<file path="src/logic/serial_port_pkg.sv">
package serial_port_pkg;

	// ----------------------------------------------------------------
	// clock and bit timing
	// ----------------------------------------------------------------
	localparam int unsigned CLK_HZ     = 40_000_000;
	localparam int unsigned OVERSAMPLE = 16;
	localparam int unsigned RATE_300   = 300;
	localparam int unsigned RATE_1200  = 1200;
	localparam int unsigned RATE_1800  = 1800;
	localparam int unsigned RATE_4800  = 4800;
	localparam int unsigned DIV_W      = 16;

	// clocks per oversample tick, rounded to nearest
	localparam int unsigned DIV_300_DEFAULT =
		(CLK_HZ + RATE_300 * OVERSAMPLE / 2) / (RATE_300 * OVERSAMPLE);
	localparam logic [DIV_W-1:0] DIV_1200 = DIV_W'(
		(CLK_HZ + RATE_1200 * OVERSAMPLE / 2) / (RATE_1200 * OVERSAMPLE));
	localparam logic [DIV_W-1:0] DIV_1800 = DIV_W'(
		(CLK_HZ + RATE_1800 * OVERSAMPLE / 2) / (RATE_1800 * OVERSAMPLE));
	localparam logic [DIV_W-1:0] DIV_4800 = DIV_W'(
		(CLK_HZ + RATE_4800 * OVERSAMPLE / 2) / (RATE_4800 * OVERSAMPLE));

	// ticks within one bit period, bits within one character
	localparam logic [3:0] PH_LAST  = 4'hF;
	localparam logic [3:0] PH_MID   = 4'h7;
	localparam int         CHAR_W   = 7;
	localparam logic [2:0] LAST_BIT = 3'h6;

	// line levels
	localparam logic MARK  = 1'b1;
	localparam logic SPACE = 1'b0;

	// ----------------------------------------------------------------
	// register map
	// ----------------------------------------------------------------
	localparam int         ADDR_W      = 12;
	localparam logic [11:0] OFF_CTRL   = 12'h000;
	localparam logic [11:0] OFF_STATUS = 12'h004;
	localparam logic [11:0] OFF_TXDATA = 12'h008;
	localparam logic [11:0] OFF_RXDATA = 12'h00C;
	localparam int          RX_VALID_BIT = 31;

	typedef enum logic [1:0] {
		BAUD_300  = 2'b00,
		BAUD_1200 = 2'b01,
		BAUD_1800 = 2'b10,
		BAUD_4800 = 2'b11
	} baud_sel_t;

	// field layout follows declaration order, msb first
	typedef struct packed {
		logic      rx_en;
		logic      tx_en;
		logic      par_odd;
		logic      par_en;
		baud_sel_t baud;
	} ctrl_t;

	localparam ctrl_t CTRL_RESET = '{rx_en: 1'b0, tx_en: 1'b0,
		par_odd: 1'b0, par_en: 1'b0, baud: BAUD_300};

	typedef struct packed {
		logic carrier;
		logic cts;
		logic overrun;
		logic par_err;
		logic frame_err;
		logic rx_avail;
		logic tx_space;
		logic tx_busy;
	} status_t;

	typedef struct packed {
		logic              par_err;
		logic              frame_err;
		logic [CHAR_W-1:0] ch;
	} rx_word_t;

	typedef enum logic [2:0] {
		SEL_CTRL   = 3'b000,
		SEL_STATUS = 3'b001,
		SEL_TXDATA = 3'b010,
		SEL_RXDATA = 3'b011,
		SEL_NONE   = 3'b100
	} reg_sel_t;

	typedef enum logic [2:0] {
		TX_IDLE   = 3'b000,
		TX_START  = 3'b001,
		TX_DATA   = 3'b010,
		TX_PARITY = 3'b011,
		TX_STOP   = 3'b100
	} tx_state_t;

	typedef enum logic [2:0] {
		RX_IDLE   = 3'b000,
		RX_START  = 3'b001,
		RX_DATA   = 3'b010,
		RX_PARITY = 3'b011,
		RX_STOP   = 3'b100
	} rx_state_t;

endpackage

</file>
<file path="src/logic/baud_tick.sv">
`timescale 1ns/1ps

module baud_tick
	import serial_port_pkg::*;
(
	// clock and reset
	input  wire logic             pclk,
	input  wire logic             presetn,
	// rate
	input  wire logic [DIV_W-1:0] divisor,
	// oversample enable
	output logic                  tick
);

	typedef struct packed {
		logic [DIV_W-1:0] count;
	} tick_state_t;

	tick_state_t cur;
	tick_state_t next_cur;

	// reload also when the divisor shrinks below the count
	always_comb begin
		next_cur = cur;
		if (cur.count == '0 || cur.count >= divisor) begin
			next_cur.count = divisor - DIV_W'(1);
		end else begin
			next_cur.count = cur.count - DIV_W'(1);
		end
	end

	always_ff @(posedge pclk or negedge presetn) begin
		if (!presetn) begin
			cur <= '0;
		end else begin
			cur <= next_cur;
		end
	end

	assign tick = (cur.count == '0);

endmodule

</file>
<file path="src/logic/modem_serial_port.sv">
// Overview of operation
// - idle line mark, start bit is space
// - seven character bits, lsb first
// - parity bit then stop bit, odd/even
// - parity unchecked when disabled, still sent
// - mark means one, space means zero
// - any idle gap, fixed bit period inside
// - selectable rates, ten bit frame
// - no transmit start while clear-to-send off
// - receive only while carrier detect on
`timescale 1ns/1ps

module modem_serial_port
	import serial_port_pkg::*;
#(
	parameter int unsigned DIV_300 = DIV_300_DEFAULT
) (
	// clock and reset
	input  wire logic              pclk,
	input  wire logic              presetn,
	// apb slave
	input  wire logic              psel,
	input  wire logic              penable,
	input  wire logic              pwrite,
	input  wire logic [ADDR_W-1:0] paddr,
	input  wire logic [31:0]       pwdata,
	output logic [31:0]            prdata,
	output logic                   pready,
	output logic                   pslverr,
	// modem lines
	output logic                   txd,
	input  wire logic              rxd,
	input  wire logic              cts,
	input  wire logic              dcd
);

	// ----------------------------------------------------------------
	// state
	// ----------------------------------------------------------------
	typedef struct packed {
		ctrl_t             ctrl;
		logic              frame_err;
		logic              par_err;
		logic              overrun;
		logic [1:0]        cts_s;
		logic [1:0]        dcd_s;
		logic [1:0]        rxd_s;
		tx_state_t         tx_st;
		logic [3:0]        tx_ph;
		logic [2:0]        tx_cnt;
		logic [CHAR_W-1:0] tx_sh;
		logic              tx_par;
		logic              txd;
		rx_state_t         rx_st;
		logic [3:0]        rx_ph;
		logic [2:0]        rx_cnt;
		logic [CHAR_W-1:0] rx_sh;
		logic              rx_par;
		logic [31:0]       prdata;
	} state_t;

	localparam state_t ST_RESET = '{
		ctrl: CTRL_RESET, frame_err: 1'b0, par_err: 1'b0, overrun: 1'b0,
		cts_s: 2'h0, dcd_s: 2'h0, rxd_s: {MARK, MARK},
		tx_st: TX_IDLE, tx_ph: 4'h0, tx_cnt: 3'h0, tx_sh: '0,
		tx_par: 1'b0, txd: MARK,
		rx_st: RX_IDLE, rx_ph: 4'h0, rx_cnt: 3'h0, rx_sh: '0,
		rx_par: 1'b0, prdata: 32'h0000_0000};

	state_t cur;
	state_t next_cur;

	// ----------------------------------------------------------------
	// decode
	// ----------------------------------------------------------------
	function automatic reg_sel_t decode(input logic [ADDR_W-1:0] a);
		reg_sel_t s;
		unique case (a)
			OFF_CTRL:   s = SEL_CTRL;
			OFF_STATUS: s = SEL_STATUS;
			OFF_TXDATA: s = SEL_TXDATA;
			OFF_RXDATA: s = SEL_RXDATA;
			default:    s = SEL_NONE;
		endcase
		return s;
	endfunction

	function automatic logic [DIV_W-1:0] rate_div(input baud_sel_t b);
		logic [DIV_W-1:0] d;
		unique case (b)
			BAUD_300:  d = DIV_W'(DIV_300);
			BAUD_1200: d = DIV_1200;
			BAUD_1800: d = DIV_1800;
			BAUD_4800: d = DIV_4800;
		endcase
		return d;
	endfunction

	reg_sel_t sel;
	logic     access;
	logic     setup;
	logic     done;

	assign sel    = decode(paddr);
	assign setup  = psel && !penable;
	assign access = psel && penable;
	assign done   = access && pready;

	// ----------------------------------------------------------------
	// buffers and timing
	// ----------------------------------------------------------------
	logic              tick;
	logic              tx_in_valid;
	logic              tx_in_ready;
	logic              tx_out_valid;
	logic              tx_out_ready;
	logic [CHAR_W-1:0] tx_out_data;
	logic              rx_in_valid;
	logic              rx_in_ready;
	rx_word_t          rx_in_data;
	logic              rx_out_valid;
	logic              rx_out_ready;
	rx_word_t          rx_out_data;

	baud_tick u_tick (
		.pclk    (pclk),
		.presetn (presetn),
		.divisor (rate_div(cur.ctrl.baud)),
		.tick    (tick)
	);

	// a full transmit buffer holds the bus in its access phase
	assign tx_in_valid  = access && pwrite && (sel == SEL_TXDATA);
	// pop only a word that setup reported valid, or a late arrival is lost
	assign rx_out_ready = done && !pwrite && (sel == SEL_RXDATA) &&
		cur.prdata[RX_VALID_BIT];

	pair_buffer #(.W(CHAR_W)) u_tx_buf (
		.pclk      (pclk),
		.presetn   (presetn),
		.in_valid  (tx_in_valid),
		.in_ready  (tx_in_ready),
		.in_data   (pwdata[CHAR_W-1:0]),
		.out_valid (tx_out_valid),
		.out_ready (tx_out_ready),
		.out_data  (tx_out_data)
	);

	pair_buffer #(.W($bits(rx_word_t))) u_rx_buf (
		.pclk      (pclk),
		.presetn   (presetn),
		.in_valid  (rx_in_valid),
		.in_ready  (rx_in_ready),
		.in_data   (rx_in_data),
		.out_valid (rx_out_valid),
		.out_ready (rx_out_ready),
		.out_data  (rx_out_data)
	);

	assign pready  = (pwrite && sel == SEL_TXDATA) ? tx_in_ready : 1'b1;
	assign pslverr = access && (sel == SEL_NONE);

	// ----------------------------------------------------------------
	// status view
	// ----------------------------------------------------------------
	status_t status;
	logic    cts_on;
	logic    dcd_on;
	logic    rx_line;

	assign cts_on  = cur.cts_s[1];
	assign dcd_on  = cur.dcd_s[1];
	assign rx_line = cur.rxd_s[1];

	always_comb begin
		status           = '0;
		status.tx_busy   = (cur.tx_st != TX_IDLE) || tx_out_valid;
		status.tx_space  = tx_in_ready;
		status.rx_avail  = rx_out_valid;
		status.frame_err = cur.frame_err;
		status.par_err   = cur.par_err;
		status.overrun   = cur.overrun;
		status.cts       = cts_on;
		status.carrier   = dcd_on;
	end

	// transmitter pops a character only on a tick, clear to send
	assign tx_out_ready = (cur.tx_st == TX_IDLE) && tick &&
		cur.ctrl.tx_en && cts_on;

	// ----------------------------------------------------------------
	// next state
	// ----------------------------------------------------------------
	logic    rx_stop_seen;
	logic    rx_bad_par;
	status_t clr;

	always_comb begin
		next_cur     = cur;
		rx_in_valid  = 1'b0;
		rx_in_data   = '0;
		rx_stop_seen = 1'b0;
		rx_bad_par   = 1'b0;
		clr          = '0;

		// second flop alone feeds logic
		next_cur.cts_s = {cur.cts_s[0], cts};
		next_cur.dcd_s = {cur.dcd_s[0], dcd};
		next_cur.rxd_s = {cur.rxd_s[0], rxd};

		// read data registered during setup, held through access
		if (setup) begin
			unique case (sel)
				SEL_CTRL:   next_cur.prdata = 32'(cur.ctrl);
				SEL_STATUS: next_cur.prdata = 32'(status);
				SEL_RXDATA: begin
					next_cur.prdata = 32'(rx_out_data);
					next_cur.prdata[RX_VALID_BIT] = rx_out_valid;
				end
				default:    next_cur.prdata = '0;
			endcase
		end

		if (done && pwrite) begin
			if (sel == SEL_CTRL) begin
				next_cur.ctrl = ctrl_t'(pwdata[$bits(ctrl_t)-1:0]);
			end
			if (sel == SEL_STATUS) begin
				clr = status_t'(pwdata[$bits(status_t)-1:0]);
			end
		end

		// transmitter
		unique case (cur.tx_st)
			TX_IDLE: begin
				next_cur.txd = MARK;
				if (tx_out_ready && tx_out_valid) begin
					next_cur.tx_sh  = tx_out_data;
					next_cur.tx_par = (^tx_out_data) ^ cur.ctrl.par_odd;
					next_cur.txd    = SPACE;
					next_cur.tx_ph  = 4'h0;
					next_cur.tx_st  = TX_START;
				end
			end
			default: begin
				if (tick) begin
					next_cur.tx_ph = cur.tx_ph + 4'h1;
				end
				if (tick && cur.tx_ph == PH_LAST) begin
					unique case (cur.tx_st)
						TX_START: begin
							next_cur.txd    = cur.tx_sh[0];
							next_cur.tx_cnt = 3'h0;
							next_cur.tx_st  = TX_DATA;
						end
						TX_DATA: begin
							if (cur.tx_cnt == LAST_BIT) begin
								next_cur.txd   = cur.tx_par;
								next_cur.tx_st = TX_PARITY;
							end else begin
								next_cur.txd    = cur.tx_sh[1];
								next_cur.tx_sh  = cur.tx_sh >> 1;
								next_cur.tx_cnt = cur.tx_cnt + 3'h1;
							end
						end
						TX_PARITY: begin
							next_cur.txd   = MARK;
							next_cur.tx_st = TX_STOP;
						end
						TX_STOP: begin
							next_cur.tx_st = TX_IDLE;
						end
						default: begin
							next_cur.tx_st = TX_IDLE;
						end
					endcase
				end
			end
		endcase

		// receiver; carrier loss drops a half-received character
		if (!dcd_on || !cur.ctrl.rx_en) begin
			next_cur.rx_st = RX_IDLE;
		end else if (tick) begin
			next_cur.rx_ph = cur.rx_ph + 4'h1;
			unique case (cur.rx_st)
				RX_IDLE: begin
					next_cur.rx_ph = 4'h0;
					if (rx_line == SPACE) begin
						next_cur.rx_st = RX_START;
					end
				end
				RX_START: begin
					if (cur.rx_ph == PH_MID) begin
						next_cur.rx_ph  = 4'h0;
						next_cur.rx_cnt = 3'h0;
						next_cur.rx_st  = (rx_line == SPACE) ?
							RX_DATA : RX_IDLE;
					end
				end
				RX_DATA: begin
					if (cur.rx_ph == PH_LAST) begin
						next_cur.rx_sh  = {rx_line, cur.rx_sh[CHAR_W-1:1]};
						next_cur.rx_cnt = cur.rx_cnt + 3'h1;
						if (cur.rx_cnt == LAST_BIT) begin
							next_cur.rx_st = RX_PARITY;
						end
					end
				end
				RX_PARITY: begin
					if (cur.rx_ph == PH_LAST) begin
						next_cur.rx_par = rx_line;
						next_cur.rx_st  = RX_STOP;
					end
				end
				RX_STOP: begin
					if (cur.rx_ph == PH_LAST) begin
						rx_stop_seen   = 1'b1;
						next_cur.rx_st = RX_IDLE;
					end
				end
				default: begin
					next_cur.rx_st = RX_IDLE;
				end
			endcase
		end

		// a character lands in the buffer at its stop sample
		if (rx_stop_seen) begin
			rx_bad_par = cur.ctrl.par_en &&
				((^cur.rx_sh) ^ cur.ctrl.par_odd) != cur.rx_par;
			rx_in_valid          = 1'b1;
			rx_in_data.ch        = cur.rx_sh;
			rx_in_data.par_err   = rx_bad_par;
			rx_in_data.frame_err = (rx_line != MARK);
		end

		// sticky flags; a set in the clearing cycle wins
		next_cur.frame_err = (cur.frame_err && !clr.frame_err) ||
			rx_in_data.frame_err;
		next_cur.par_err = (cur.par_err && !clr.par_err) ||
			rx_in_data.par_err;
		next_cur.overrun = (cur.overrun && !clr.overrun) ||
			(rx_in_valid && !rx_in_ready);
	end

	always_ff @(posedge pclk or negedge presetn) begin
		if (!presetn) begin
			cur <= ST_RESET;
		end else begin
			cur <= next_cur;
		end
	end

	assign txd    = cur.txd;
	assign prdata = cur.prdata;

endmodule

</file>
<file path="src/logic/pair_buffer.sv">
`timescale 1ns/1ps

module pair_buffer #(
	parameter int W = 8
) (
	// clock and reset
	input  wire logic         pclk,
	input  wire logic         presetn,
	// filling side
	input  wire logic         in_valid,
	output logic              in_ready,
	input  wire logic [W-1:0] in_data,
	// draining side
	output logic              out_valid,
	input  wire logic         out_ready,
	output logic [W-1:0]      out_data
);

	typedef struct packed {
		logic [W-1:0] head;
		logic [W-1:0] spare;
		logic [1:0]   count;
	} buf_state_t;

	buf_state_t cur;
	buf_state_t next_cur;
	logic       push;
	logic       pop;

	assign in_ready  = (cur.count != 2'h2);
	assign out_valid = (cur.count != 2'h0);
	assign out_data  = cur.head;
	assign push      = in_valid && in_ready;
	assign pop       = out_valid && out_ready;

	// head moves only on a pop or a push into an empty buffer, so a reader sees a stable word
	always_comb begin
		next_cur = cur;
		if (push && pop) begin
			if (cur.count == 2'h1) begin
				next_cur.head = in_data;
			end else begin
				next_cur.head  = cur.spare;
				next_cur.spare = in_data;
			end
		end else if (pop) begin
			next_cur.head  = cur.spare;
			next_cur.count = cur.count - 2'h1;
		end else if (push) begin
			if (cur.count == 2'h0) begin
				next_cur.head = in_data;
			end else begin
				next_cur.spare = in_data;
			end
			next_cur.count = cur.count + 2'h1;
		end
	end

	always_ff @(posedge pclk or negedge presetn) begin
		if (!presetn) begin
			cur <= '0;
		end else begin
			cur <= next_cur;
		end
	end

endmodule

</file>
<file path="config.mk">
export PLATFORM = sky130hd
export DESIGN_NAME = modem_serial_port
export DESIGN_NICKNAME = d
export VERILOG_FILES = /design/src/logic/serial_port_pkg.sv /design/src/logic/baud_tick.sv /design/src/logic/modem_serial_port.sv /design/src/logic/pair_buffer.sv
export SDC_FILE = /design/constraint.sdc
export NUM_CORES = 1
export LEC_CHECK = 0
export ABC_AREA = 1
export ABC_CLOCK_PERIOD_IN_PS = 5150
export BUFFER_PORTS_ARGS = -buffer_cell sky130_fd_sc_hd__buf_2
export CORE_MARGIN = 4
export CORE_UTILIZATION = 45
export CTS_CLUSTER_SIZE = 24
export DETAILED_ROUTE_END_ITERATION = 10
export PLACE_DENSITY = 0.72
export SETUP_SLACK_MARGIN = 0.4
export SYNTH_ARGS = -nofsm -noshare
export SYNTH_HDL_FRONTEND = slang
export SYNTH_SLANG_ARGS = --single-unit
</file>
<file path="constraint.sdc">
create_clock -name pclk -period 5.15 [get_ports pclk]
set_input_delay 0.2575 -clock pclk [delete_from_list [all_inputs] [get_ports pclk]]
set_output_delay 0.2575 -clock pclk [all_outputs]
set_load 0.02 [all_outputs]
</file>
# After elaboration in Yosys (flattened, before gate mapping)
# Cells that the tools add are included.
[word_totals] inputBits=52 n_memories=0 elab_cells=242 latch_bits=0 mem_bits_rw=0 ff_bits=136 out_inout_bits=35 rom_bits=0
[classes] mul=0 shifts=0 add_sub_neg=10 div_mod_pow=0 reduce_logical=86 bitwise_logic=7 mux=63 eq_ne=45 magnitude_cmp=1
[op_table] op="$pmux W32 S3" count=1
[op_table] op="$mux W7" count=12
[op_table] op="$mux W9" count=8
[op_table] op="$pmux W16 S4" count=1
[op_table] op="$mux W18" count=2
[op_table] op="$mux W16" count=2
[op_table] op="$sub A16 B1 Y16 const B" count=2
[op_table] op="$mux W10" count=3
[op_table] op="$logic_and A1 B1 Y1" count=26
[op_table] op="$eq A12 B4 Y1 const B" count=2
[op_table] op="$mux W3" count=8
[op_table] op="$reduce_and A4 Y1" count=6
[op_table] op="$reduce_bool A2 Y1" count=12
[op_table] op="$ne A3 B3 Y1 const B" count=7
[op_table] op="$mux W20" count=1
[op_table] op="$ne A2 B2 Y1 const B" count=10
[op_table] op="$eq A3 B2 Y1 const B" count=6
[op_table] op="$reduce_and A2 Y1" count=9
[op_table] op="$ge A16 B16 Y1" count=1
[op_table] op="$logic_not A16 Y1" count=1
[op_table] op="$pmux W3 S5" count=1
[op_table] op="$reduce_bool A3 Y1" count=5
[op_table] op="$mux W14" count=1
[op_table] op="$reduce_xor A7 Y1" count=2
[op_table] op="33 further kinds" count=83

# Depth between registers and ports, before layout
# Gate-level depths: netlist (run 1).
[depth] word_depth=13 depth_mapped=22 mapped_depth_nobuf=21

# Hierarchy
# Synthesis (run 1) repeated with hierarchy kept, for this count alone.
[unflattened] hier_cells=1059 area_unflattened_um2=7767.4
[modules_own_cells] mod="modem_serial_port" n_inst=1 seq_area_each_um2=1555.2 cells_per_inst=541 area_per_inst_um2=3983.8
[modules_own_cells] mod="baud_tick" n_inst=1 seq_area_each_um2=400.4 cells_per_inst=248 area_per_inst_um2=1655.3
[modules_own_cells] mod="pair_buffer at u_rx_buf" n_inst=1 seq_area_each_um2=500.5 cells_per_inst=149 area_per_inst_um2=1162.4
[modules_own_cells] mod="pair_buffer at u_tx_buf" n_inst=1 seq_area_each_um2=400.4 cells_per_inst=121 area_per_inst_um2=965.9

# Worst setup path before layout (run 1)
# Ideal clock, no wire load.
[synth_path] kind="flip-flop to flip-flop" from="reg cur[78] (netlist bit)" to="reg u_tick.cur[10] (netlist bit)" arrival_time_ps=2514 setup_time_ps=118 path_stages_with_launch=21 path_buffers=1 period_less_slack_ps=2632 setup_slack_ps=2518 cell_sequence="dfrtp_1 -> inv_1 -> ha_1 -> nor2_1 -> ha_1 -> nand2_1 -> inv_1 -> nand2_1 -> nand2_1 -> nand2_1 -> nand2_1 -> nand2_1 -> nand2_2 -> buf_6 -> nor2_1 -> ha_1 -> nand3_1 -> nor2_2 -> nand2_1 -> nand2_1 -> nand2_1"
[synth_rtl] element="from (decl)" line_no="modem_serial_port.sv:70" text="state_t cur;"
[synth_rtl] element="from (signal assigned)" line_no="modem_serial_port.sv:351" text="cur <= next_cur;"
[synth_rtl] element="to (signal assigned)" line_no="baud_tick.sv:36" text="cur <= next_cur;"
[synth_rtl] element="to (decl)" line_no="baud_tick.sv:19" text="tick_state_t cur;"

==> metrics, run 1 <==
outcome finished clean; die area about 17000 µm²; RSZ-0062 raised after global routing no; proportion of layout cells with a drive suffix above 1 between 10% and 20%; Layout Nets 1007; first-pass detailed-route iteration total 5; CTS resizes 0; Slew Limit Fails 0; CP max-delay cell dfrtp_1; Root Driver clkbuf_16; mux cell area share after synthesis less than 1%; Cell Pwr Density slightly above 400 nW/µm²; total global routing overflow 0; DRT antenna net count 0; main combinational cell family by area after synthesis simple AND/OR/NAND/NOR gates; Via-to-Cell Ratio a little over 5; #FFs+latches synth between 100 and 150; Post-synth EDFFs 0; crit path capture type flop; # fillers around 1300; Synth Area in Compound Gates roughly 12%; Worst-Skew Late Latency approximately 0.42 ns; met1 Resource Use GR a little under a quarter; Slowest Stage Delay on Critical Path 0.39 ns; DRC errors left 0; sequential area share after synthesis roughly two fifths; GRT busiest layer met2; WP data arrival about 3.8 ns; drt initial violations 350; Max Clock Skew between 0.007 and 0.008 ns; fin crit period ~3.4 ns; met2 Usage GRT 30.9%; clock buffer depth 2; hold path startpoint pwdata[6]; FP Rows between 40 and 50; Rel. slew slack a little under half; initial antenna violation count 0; Reg clk slew, reported paths around 0.05 ns; hold path endpoint u_tx_buf.cur[8]$_DFFE_PN0P_; reg-to-reg endpoint u_tick.cur[14]$_DFF_PN0_; WL per Instance roughly 14 µm; post-synthesis async set-or-reset flop share 100%; Reg2Reg Launch Point cur[78]$_DFFE_PN0P_; largest net degree at the start of global routing 68; Hold Vio Cnt, Final 0; Max-Cap Viols 0; GPL Wtd Cong just under 0.9; synthesis warning total 0; CTS H-tree lvls 4; simple-gate share of the synthesized area between 20 and 30%; Reg2Reg Setup Slack approximately 1.7 ns; IO Port Bufs 39; cts bufs inserted 17; LEAKAGE 4.00 nW; worst-path fanout max 13; vias in the first global route ~5500; cells along the critical path inv_1 > ha_1 > nor2_1 > ha_1 > nand2_1 > inv_1 > nand2_1 > nand2_1 > nand2_1 > nand2_1 > nand2_1 > nand2_2 > nor2_1 > ha_1 > nand3_1 > nor2_2 > nand3_1 > nor2_1; Sum Neg Setup Slack 0 ns; worst hold path depth 3; Die X-Extent between 100 and 150 µm; CTS tree yes; first-pass GRT wire length around 26000 µm; Core Footprint roughly 15000 µm²; Worst EP required between 5 and 6 ns; CP Launch Type flop; Post-Synth Adder-Cell Area 6.00%; Tcrit/Tclk final around two thirds; Hold/Removal Path Class input port to flop; # clock sinks 114; Synth Flop Type dfrtp_1; n_diodes 0; FF-to-FF path depth 18; Worst path top cell family by delay simple AND/OR/NAND/NOR gates; Total GRT Usage around 18%; cell repeated most along the worst path nand2_1; Max Clk Rate 291 MHz; xor/xnor share of the synthesized area roughly 3.7%; Unique masters post-synth between 40 and 50; Synth-to-Final Area Change 14.0%; Post-DP HPWL around 11000 µm; die height 132 µm; I/O Pins 87; actual slew at the worst max-slew pin approximately 0.82 ns; cell area after synthesis between 6000 and 7000 µm²; Worst Path Buf+Inv 2; kind of critical path flop to flop; post-synthesis cell count 882; GR Layer Usage met3 about 4.3%; via count ~5700; WL final between 15000 and 20000 µm; Starting Density between 40 and 50%; worst vdd ir roughly 0.26 mV; final hold slack approximately 0.11 ns; Synth Area per Inst 7.81 µm²; final setup fails 0
state kept, by name, indices dropped and copies added (netlist names):
register / cells
txd: 1
u_tick.cur: 16
u_rx_buf.cur: 11
prdata: 10
u_tx_buf.cur: 9
u_tx_buf.out_data: 7
cur: 50
cts_on: 1
u_rx_buf.out_data: 9
worst max-delay path by stage:
stage / startpoint / to / slack, ns / cells after the start
floorplan: cur[78]$_DFFE_PN0P_ / u_tick.cur[10]$_DFF_PN0_ / 2.52 / 20
global placement: cur[78]$_DFFE_PN0P_ / u_tick.cur[14]$_DFF_PN0_ / 1.78 / 18
detailed placement: cur[78]$_DFFE_PN0P_ / u_tick.cur[14]$_DFF_PN0_ / 1.74 / 18
CTS: cur[78]$_DFFE_PN0P_ / u_tick.cur[14]$_DFF_PN0_ / 1.72 / 18
global route: cur[78]$_DFFE_PN0P_ / u_tick.cur[10]$_DFF_PN0_ / 1.30 / 19
finish: cur[78]$_DFFE_PN0P_ / u_tick.cur[14]$_DFF_PN0_ / 1.71 / 18
metal layers:
layer  up-vias  wire [µm]
met4         0        180
met1      2652       7090
li1       2883          -
met3        21        608
met2       115       7450
met5         -          0
worst min-delay path, delay by kind of cell:
family / cells / cell delay [ns]
AND/OR/NAND/NOR: 2 / 0.13
buffers and inverters: 1 / 0.10
cells in the mapped netlist, types with 2 or more instances:
master / count / area (µm²)
nor3_2: 2 / 20.0
xnor2_1: 16 / 140
nand3_1: 66 / 330
inv_2: 5 / 18.8
clkbuf_1: 6 / 22.5
a22o_1: 3 / 26.3
inv_1: 103 / 387
nor3_1: 4 / 20.0
ha_1: 33 / 413
buf_6: 2 / 22.5
a21oi_1: 31 / 155
nand2_1: 229 / 860
o22ai_1: 5 / 31.3
nand4_1: 8 / 50.1
xor2_1: 13 / 114
a22oi_1: 6 / 45.0
nand2_2: 6 / 37.5
dfstp_2: 3 / 78.8
o21ai_2: 12 / 105
buf_2: 2 / 10.0
o221ai_1: 2 / 17.5
buf_4: 34 / 255
nor2_2: 6 / 37.5
o21a_1: 7 / 52.6
a31oi_1: 9 / 56.3
nor2_4: 3 / 33.8
nor2_1: 76 / 285
o21ai_0: 59 / 295
dfrtp_1: 111 / 2780
nor4_1: 2 / 12.5
nand2_4: 2 / 22.5
cell type report:
| type | count | area, µm² | share of cell area, % |
|---|---|---|---|
| Multi-Input combinational cell | 636 | 3390 | 43.2 |
| Sequential cell | 114 | 2860 | 36.4 |
| Clock inverter | 10 | 279 | 3.55 |
| Tap cell | 184 | 230 | 2.93 |
| Timing Repair Buffer | 44 | 245 | 3.12 |
| Clock buffer | 21 | 440 | 5.61 |
| Inverter | 109 | 409 | 5.21 |
through the flow:
step                      utilization, %  worst slack [ns]  instance area (µm²)  std cells  total power (W)
after floorplan                        -              2.52                 6970        904          0.00158
after global placement              48.1              1.78                 7090       1083          0.00170
after detailed placement            48.1              1.74                 7090       1083          0.00172
after CTS                           53.2              1.72                 7850       1118          0.00319
after global routing                53.2              1.30                 7850       1118          0.00335
final                               53.2              1.71                 7850       1118          0.00318
power breakdown:
| part | internal [W] | switching, W |
|---|---|---|
| combinational | 0.000223 | 0.000441 |
| sequential | 0.000982 | 0.0000717 |
| clock | 0.00105 | 0.000410 |
| total | 0.00226 | 0.000923 |
cells in the final DEF, fill, tap and decap left out, types with 3 or more instances in the layout:
master / instances
nand2_1: 229
dfrtp_1: 111
inv_1: 103
nor2_1: 76
nand3_1: 66
o21ai_0: 59
buf_2: 38
ha_1: 33
a21oi_1: 31
conb_1: 23
clkbuf_16: 17
xnor2_1: 16
xor2_1: 13
o21ai_2: 12
a31oi_1: 9
bufinv_16: 9
nand4_1: 8
o21a_1: 7
nor2_2: 6
nand2_2: 6
a22oi_1: 6
inv_2: 5
o22ai_1: 5
nor3_1: 4
clkbuf_1: 4
dlygate4sd3_1: 4
nor2_4: 3
a22o_1: 3
dfstp_2: 3
timing repair:
action                                 in CTS  in global routing
setup buffers                               0                  0
endpoints found under the hold margin      47                  0
hold buffers                                4                  0
logic make-up after synthesis:
group | count (synthesis)
AO/OA/AOI/OAI | 141
XOR/XNOR | 29
adder cells (fa/ha/maj) | 33
buffers and inverters | 154
flip-flops | 114
multiplexers | 1
other | 1
AND/OR/NAND/NOR | 409
(Power assumes the default switching activity.)
==> run 2, diff against run 1 <==
ABC_AREA = 0   (was 1)
ABC_CLOCK_PERIOD_IN_PS = 2800   (was 5150)
PLACE_DENSITY = 0.74   (was 0.72)
clock period = 2.8 ns   (was 5.15 ns; I/O delays follow)
==> metrics, run 2 <==
largest net degree at the start of global routing 79 (was 68); Max Clock Skew 0.00873 ns (was 0.00760 ns); switch share 25.4% (was 29.0%); largest cells by area after synthesis dfrtp_1 42%, mux2_2 9.3%, ha_1 6.3% (was dfrtp_1 40%, nand2_1 12%, ha_1 6.0%); Worst EP required 3.14 ns (was 5.49 ns); Final Instance Area 9320 µm² (was 7850 µm²); worst vdd ir 0.449 mV (was 0.263 mV); initial antenna violation count 0 (unchanged); Max Clk Rate 312 MHz (was 291 MHz); failing checks setup timing; RSZ-0062 raised after global routing yes (was no); n_diodes 0 (unchanged); Reg clk slew, reported paths 0.06 ns (was 0.05 ns); Largest register FFs 50 (unchanged); proportion of layout cells with a drive suffix above 1 43.2% (was 11.9%); via count 5650 (was 5671); final setup fails 47 (was 0); Total GRT Usage 23.0% (was 18.3%); CTS tree yes (unchanged); total power draw 0.00518 W (was 0.00318 W); die height 129 µm (was 132 µm); Via-to-Cell Ratio 5.82 (was 5.07); post-layout util 66.1% (was 53.2%); top-count cell post-synth dfrtp_1 (was nand2_1); actual slew at the worst max-slew pin 0.557 ns (was 0.824 ns); cts bufs inserted 17 (unchanged); first-pass detailed-route iteration total 5 (unchanged); Sum Neg Setup Slack -5.39 ns (was 0 ns); Max-Cap Viols 0 (unchanged); WL final 19700 µm (was 15300 µm); placed cells 889 (was 1083); Cell Pwr Density 556 nW/µm² (was 405 nW/µm²); CP Launch Type flop (unchanged); Core Footprint 14100 µm² (was 14800 µm²); Post-DP HPWL 12200 µm (was 11200 µm); drt initial violations 494 (was 350); LEAKAGE 4.35 nW (was 4.00 nW); cell area after synthesis 6560 µm² (was 6890 µm²); Die X-Extent 129 µm (was 132 µm); hold path startpoint pwdata[5] (was pwdata[6]); #FFs+latches synth 114 (unchanged); post-synthesis cell count 631 (was 882); cell repeated most along the worst path mux2i_1 (was nand2_1); WL per Instance 20.3 µm (was 13.7 µm); CP max-delay cell or4_4 (was dfrtp_1); # clock sinks 114 (unchanged); sequential area share after synthesis 43.5% (was 41.5%); most common cell after layout, fill and taps aside dfrtp_1 (was nand2_1); Hold Vio Cnt, Final 0 (unchanged); hold path endpoint u_tx_buf.cur[7]$_DFFE_PN0P_ (was u_tx_buf.cur[8]$_DFFE_PN0P_); outcome finished with violations (was finished clean); Internal 0.00386 W (was 0.00226 W); DRT antenna net count 0 (unchanged); Starting Density 46.6% (was 46.7%); post-synth top area share 42.3% (was 40.3%); largest reg by FF count cur (unchanged); GPL Wtd Cong 0.925 (was 0.882); most frequent cells after synthesis 111 x dfrtp_1, 54 x mux2_2, 45 x nand2_1, 40 x o21ai_0, 34 x inv_1 (was 229 x nand2_1, 111 x dfrtp_1, 103 x inv_1, 76 x nor2_1, 66 x nand3_1); first-pass GRT wire length 29900 µm (was 26300 µm); WP data arrival 3.55 ns (was 3.78 ns); reg-to-reg endpoint u_tick.cur[10]$_DFF_PN0_ (was u_tick.cur[14]$_DFF_PN0_); Tcrit/Tclk final 114% (was 66.7%); Root Driver clkbuf_16 (unchanged); Largest regs cur x50, u_tick.cur x16, u_rx_buf.cur x11 (unchanged); kind of critical path flop to flop (unchanged); Unique masters post-synth 61 (was 47); IO Port Bufs 39 (unchanged); vias in the first global route 5700 (was 5494); Post-synth EDFFs 0 (unchanged); Synth Area per Inst 10.4 µm² (was 7.81 µm²); Synth-to-Final Area Change 42.0% (was 14.0%); Slew Limit Fails 0 (unchanged); Logic pwr share 18.1% (was 20.9%); Reg2Reg Launch Point cur[79]$_DFFE_PN0P_ (was cur[78]$_DFFE_PN0P_); cells along the critical path buf_4 > ha_4 > inv_1 > ha_1 > a21oi_2 > o221ai_1 > a31o_2 > or2_4 > mux2i_1 > ha_2 > nand3b_1 > or4_4 > xor2_1 > mux2i_1 (was inv_1 > ha_1 > nor2_1 > ha_1 > nand2_1 > inv_1 > nand2_1 > nand2_1 > nand2_1 > nand2_1 > nand2_1 > nand2_2 > nor2_1 > ha_1 > nand3_1 > nor2_2 > nand3_1 > nor2_1); DRC errors left 0 (unchanged); sequential share of power 33.8% (was 33.1%); Hold/Removal Path Class input port to flop (unchanged); switching pwr 0.00131 W (was 0.000923 W); most frequent cells in the layout 110 x dfrtp_1, 76 x buf_4, 42 x nand2_1 (was 229 x nand2_1, 111 x dfrtp_1, 103 x inv_1); worst hold path depth 2 (was 3); die area 16600 µm² (was 17300 µm²); I/O Pins 87 (unchanged); Synth Flop Type dfrtp_1 (unchanged); CTS H-tree lvls 4 (unchanged); clock buffer depth 2 (unchanged); FP Rows 43 (was 44); post-synthesis async set-or-reset flop share 100% (unchanged); # fillers 961 (was 1342); worst-path fanout max 4 (was 13); Reg2Reg Setup Slack -0.40 ns (was 1.71 ns); Layout Nets 863 (was 1007); total global routing overflow 0 (unchanged); Slowest Stage Delay on Critical Path 0.45 ns (was 0.39 ns); dpl cell area 7550 µm² (was 7090 µm²); leading area contributor after synthesis dfrtp_1 (unchanged); Rel. slew slack 62.5% (was 45.1%); PnR worst setup slack -0.404 ns (was 1.71 ns); Worst-Skew Late Latency 0.43 ns (was 0.42 ns); fin crit period 3.20 ns (was 3.44 ns); FF-to-FF path depth 14 (was 18); crit path capture type flop (unchanged); synthesis warning total 0 (unchanged); Clk pwr share 48.2% (was 46.0%); final std cells w/o fill 971 (was 1118)
## run 2: how the worst max path moves through the flow
| stage | start | cells after the start | endpoint | slack [ns] |
|---|---|---|---|---|
| 2_1_floorplan | cur[79]$_DFFE_PN0P_ | 17 | u_tick.cur[10]$_DFF_PN0_ | -0.61 |
| 3_3_place_gp | cur[79]$_DFFE_PN0P_ | 14 | u_tick.cur[10]$_DFF_PN0_ | -0.30 |
| 4_1_cts | cur[79]$_DFFE_PN0P_ | 14 | u_tick.cur[10]$_DFF_PN0_ | -0.36 |
| 6_report | cur[79]$_DFFE_PN0P_ | 14 | u_tick.cur[10]$_DFF_PN0_ | -0.40 |
| 3_5_place_dp | cur[78]$_DFFE_PN0P_ | 15 | u_tick.cur[12]$_DFF_PN0_ | -0.40 |
| 5_1_grt | cur[78]$_DFFE_PN0P_ | 14 | u_tick.cur[10]$_DFF_PN0_ | -0.51 |
## run 2: cells by family (layout without fill, tap and decap cells)
logic type | Yosys count | count (layout) | share of synthesized area [%]
AND/OR/NAND/NOR | 174 | 174 | 14.4
flip-flops | 114 | 114 | 43.5
AO/OA/AOI/OAI | 106 | 106 | 10.5
buffers and inverters | 91 | 229 | 7.32
multiplexers | 83 | 83 | 13.8
adder cells (fa/ha/maj) | 33 | 33 | 6.29
XOR/XNOR | 29 | 29 | 4.08
other | 1 | 23 | 0.0571
## run 2: cell type report
type                       count  area [µm²]  area share [%]
clock buffer                  22         464            4.98
clock inverter                10         204            2.19
inverter                      34         135            1.45
multi-input combinational    448        4060            43.5
sequential                   114        2860            30.7
tap                          180         225            2.42
timing repair buffer         163        1380            14.8
## run 2: power by group through the flow
stage / Clock (W) / Combinational [W] / Sequential [W]
after floorplan: 0 / 0.000461 / 0.00178
after CTS: 0.00250 / 0.000851 / 0.00174
final: 0.00249 / 0.000935 / 0.00175
after global placement: 0 / 0.000667 / 0.00177
after global routing: 0.00260 / 0.00100 / 0.00175
after detailed placement: 0 / 0.000678 / 0.00177
## run 2: timing repair
item / in CTS / in global routing
buffers inserted: 23 / 18
endpoints found under the setup margin: 65 / 86
hold buffers: 6 / 0
pin swaps: 34 / 37
hold endpoints to repair: 40 / 0
cloned: 2 / 1
gates resized for setup: 98 / 59
## run 2: per-stage QoR
step / worst slack (ns) / hold WS, ns
floorplan: -0.609 / -0.156
global placement: -0.303 / 0.140
detailed placement: -0.399 / 0.149
CTS: -0.363 / 0.00616
global route: -0.515 / 0.0142
finish: -0.404 / 0.0202
## run 2: critical path: cells and delay by family, from the launching register on
| kind | cells | cell delay [ns] |
|---|---|---|
| fa+ha+maj | 3 | 0.62 |
| mux | 2 | 0.32 |
| simple gates | 3 | 0.86 |
| buf+inv | 2 | 0.23 |
| flops | 1 | 0.42 |
| compound gates | 3 | 0.52 |
| xor+xnor | 1 | 0.16 |
## run 2: per-layer routing
layer | track usage, % | vias up | wire length, µm
li1 | - | 2513 | -
met5 | 0 | - | 0
met1 | 28.7 | 2876 | 8220
met4 | 8.40 | 0 | 498
met2 | 38.6 | 214 | 9950
met3 | 6.19 | 47 | 995
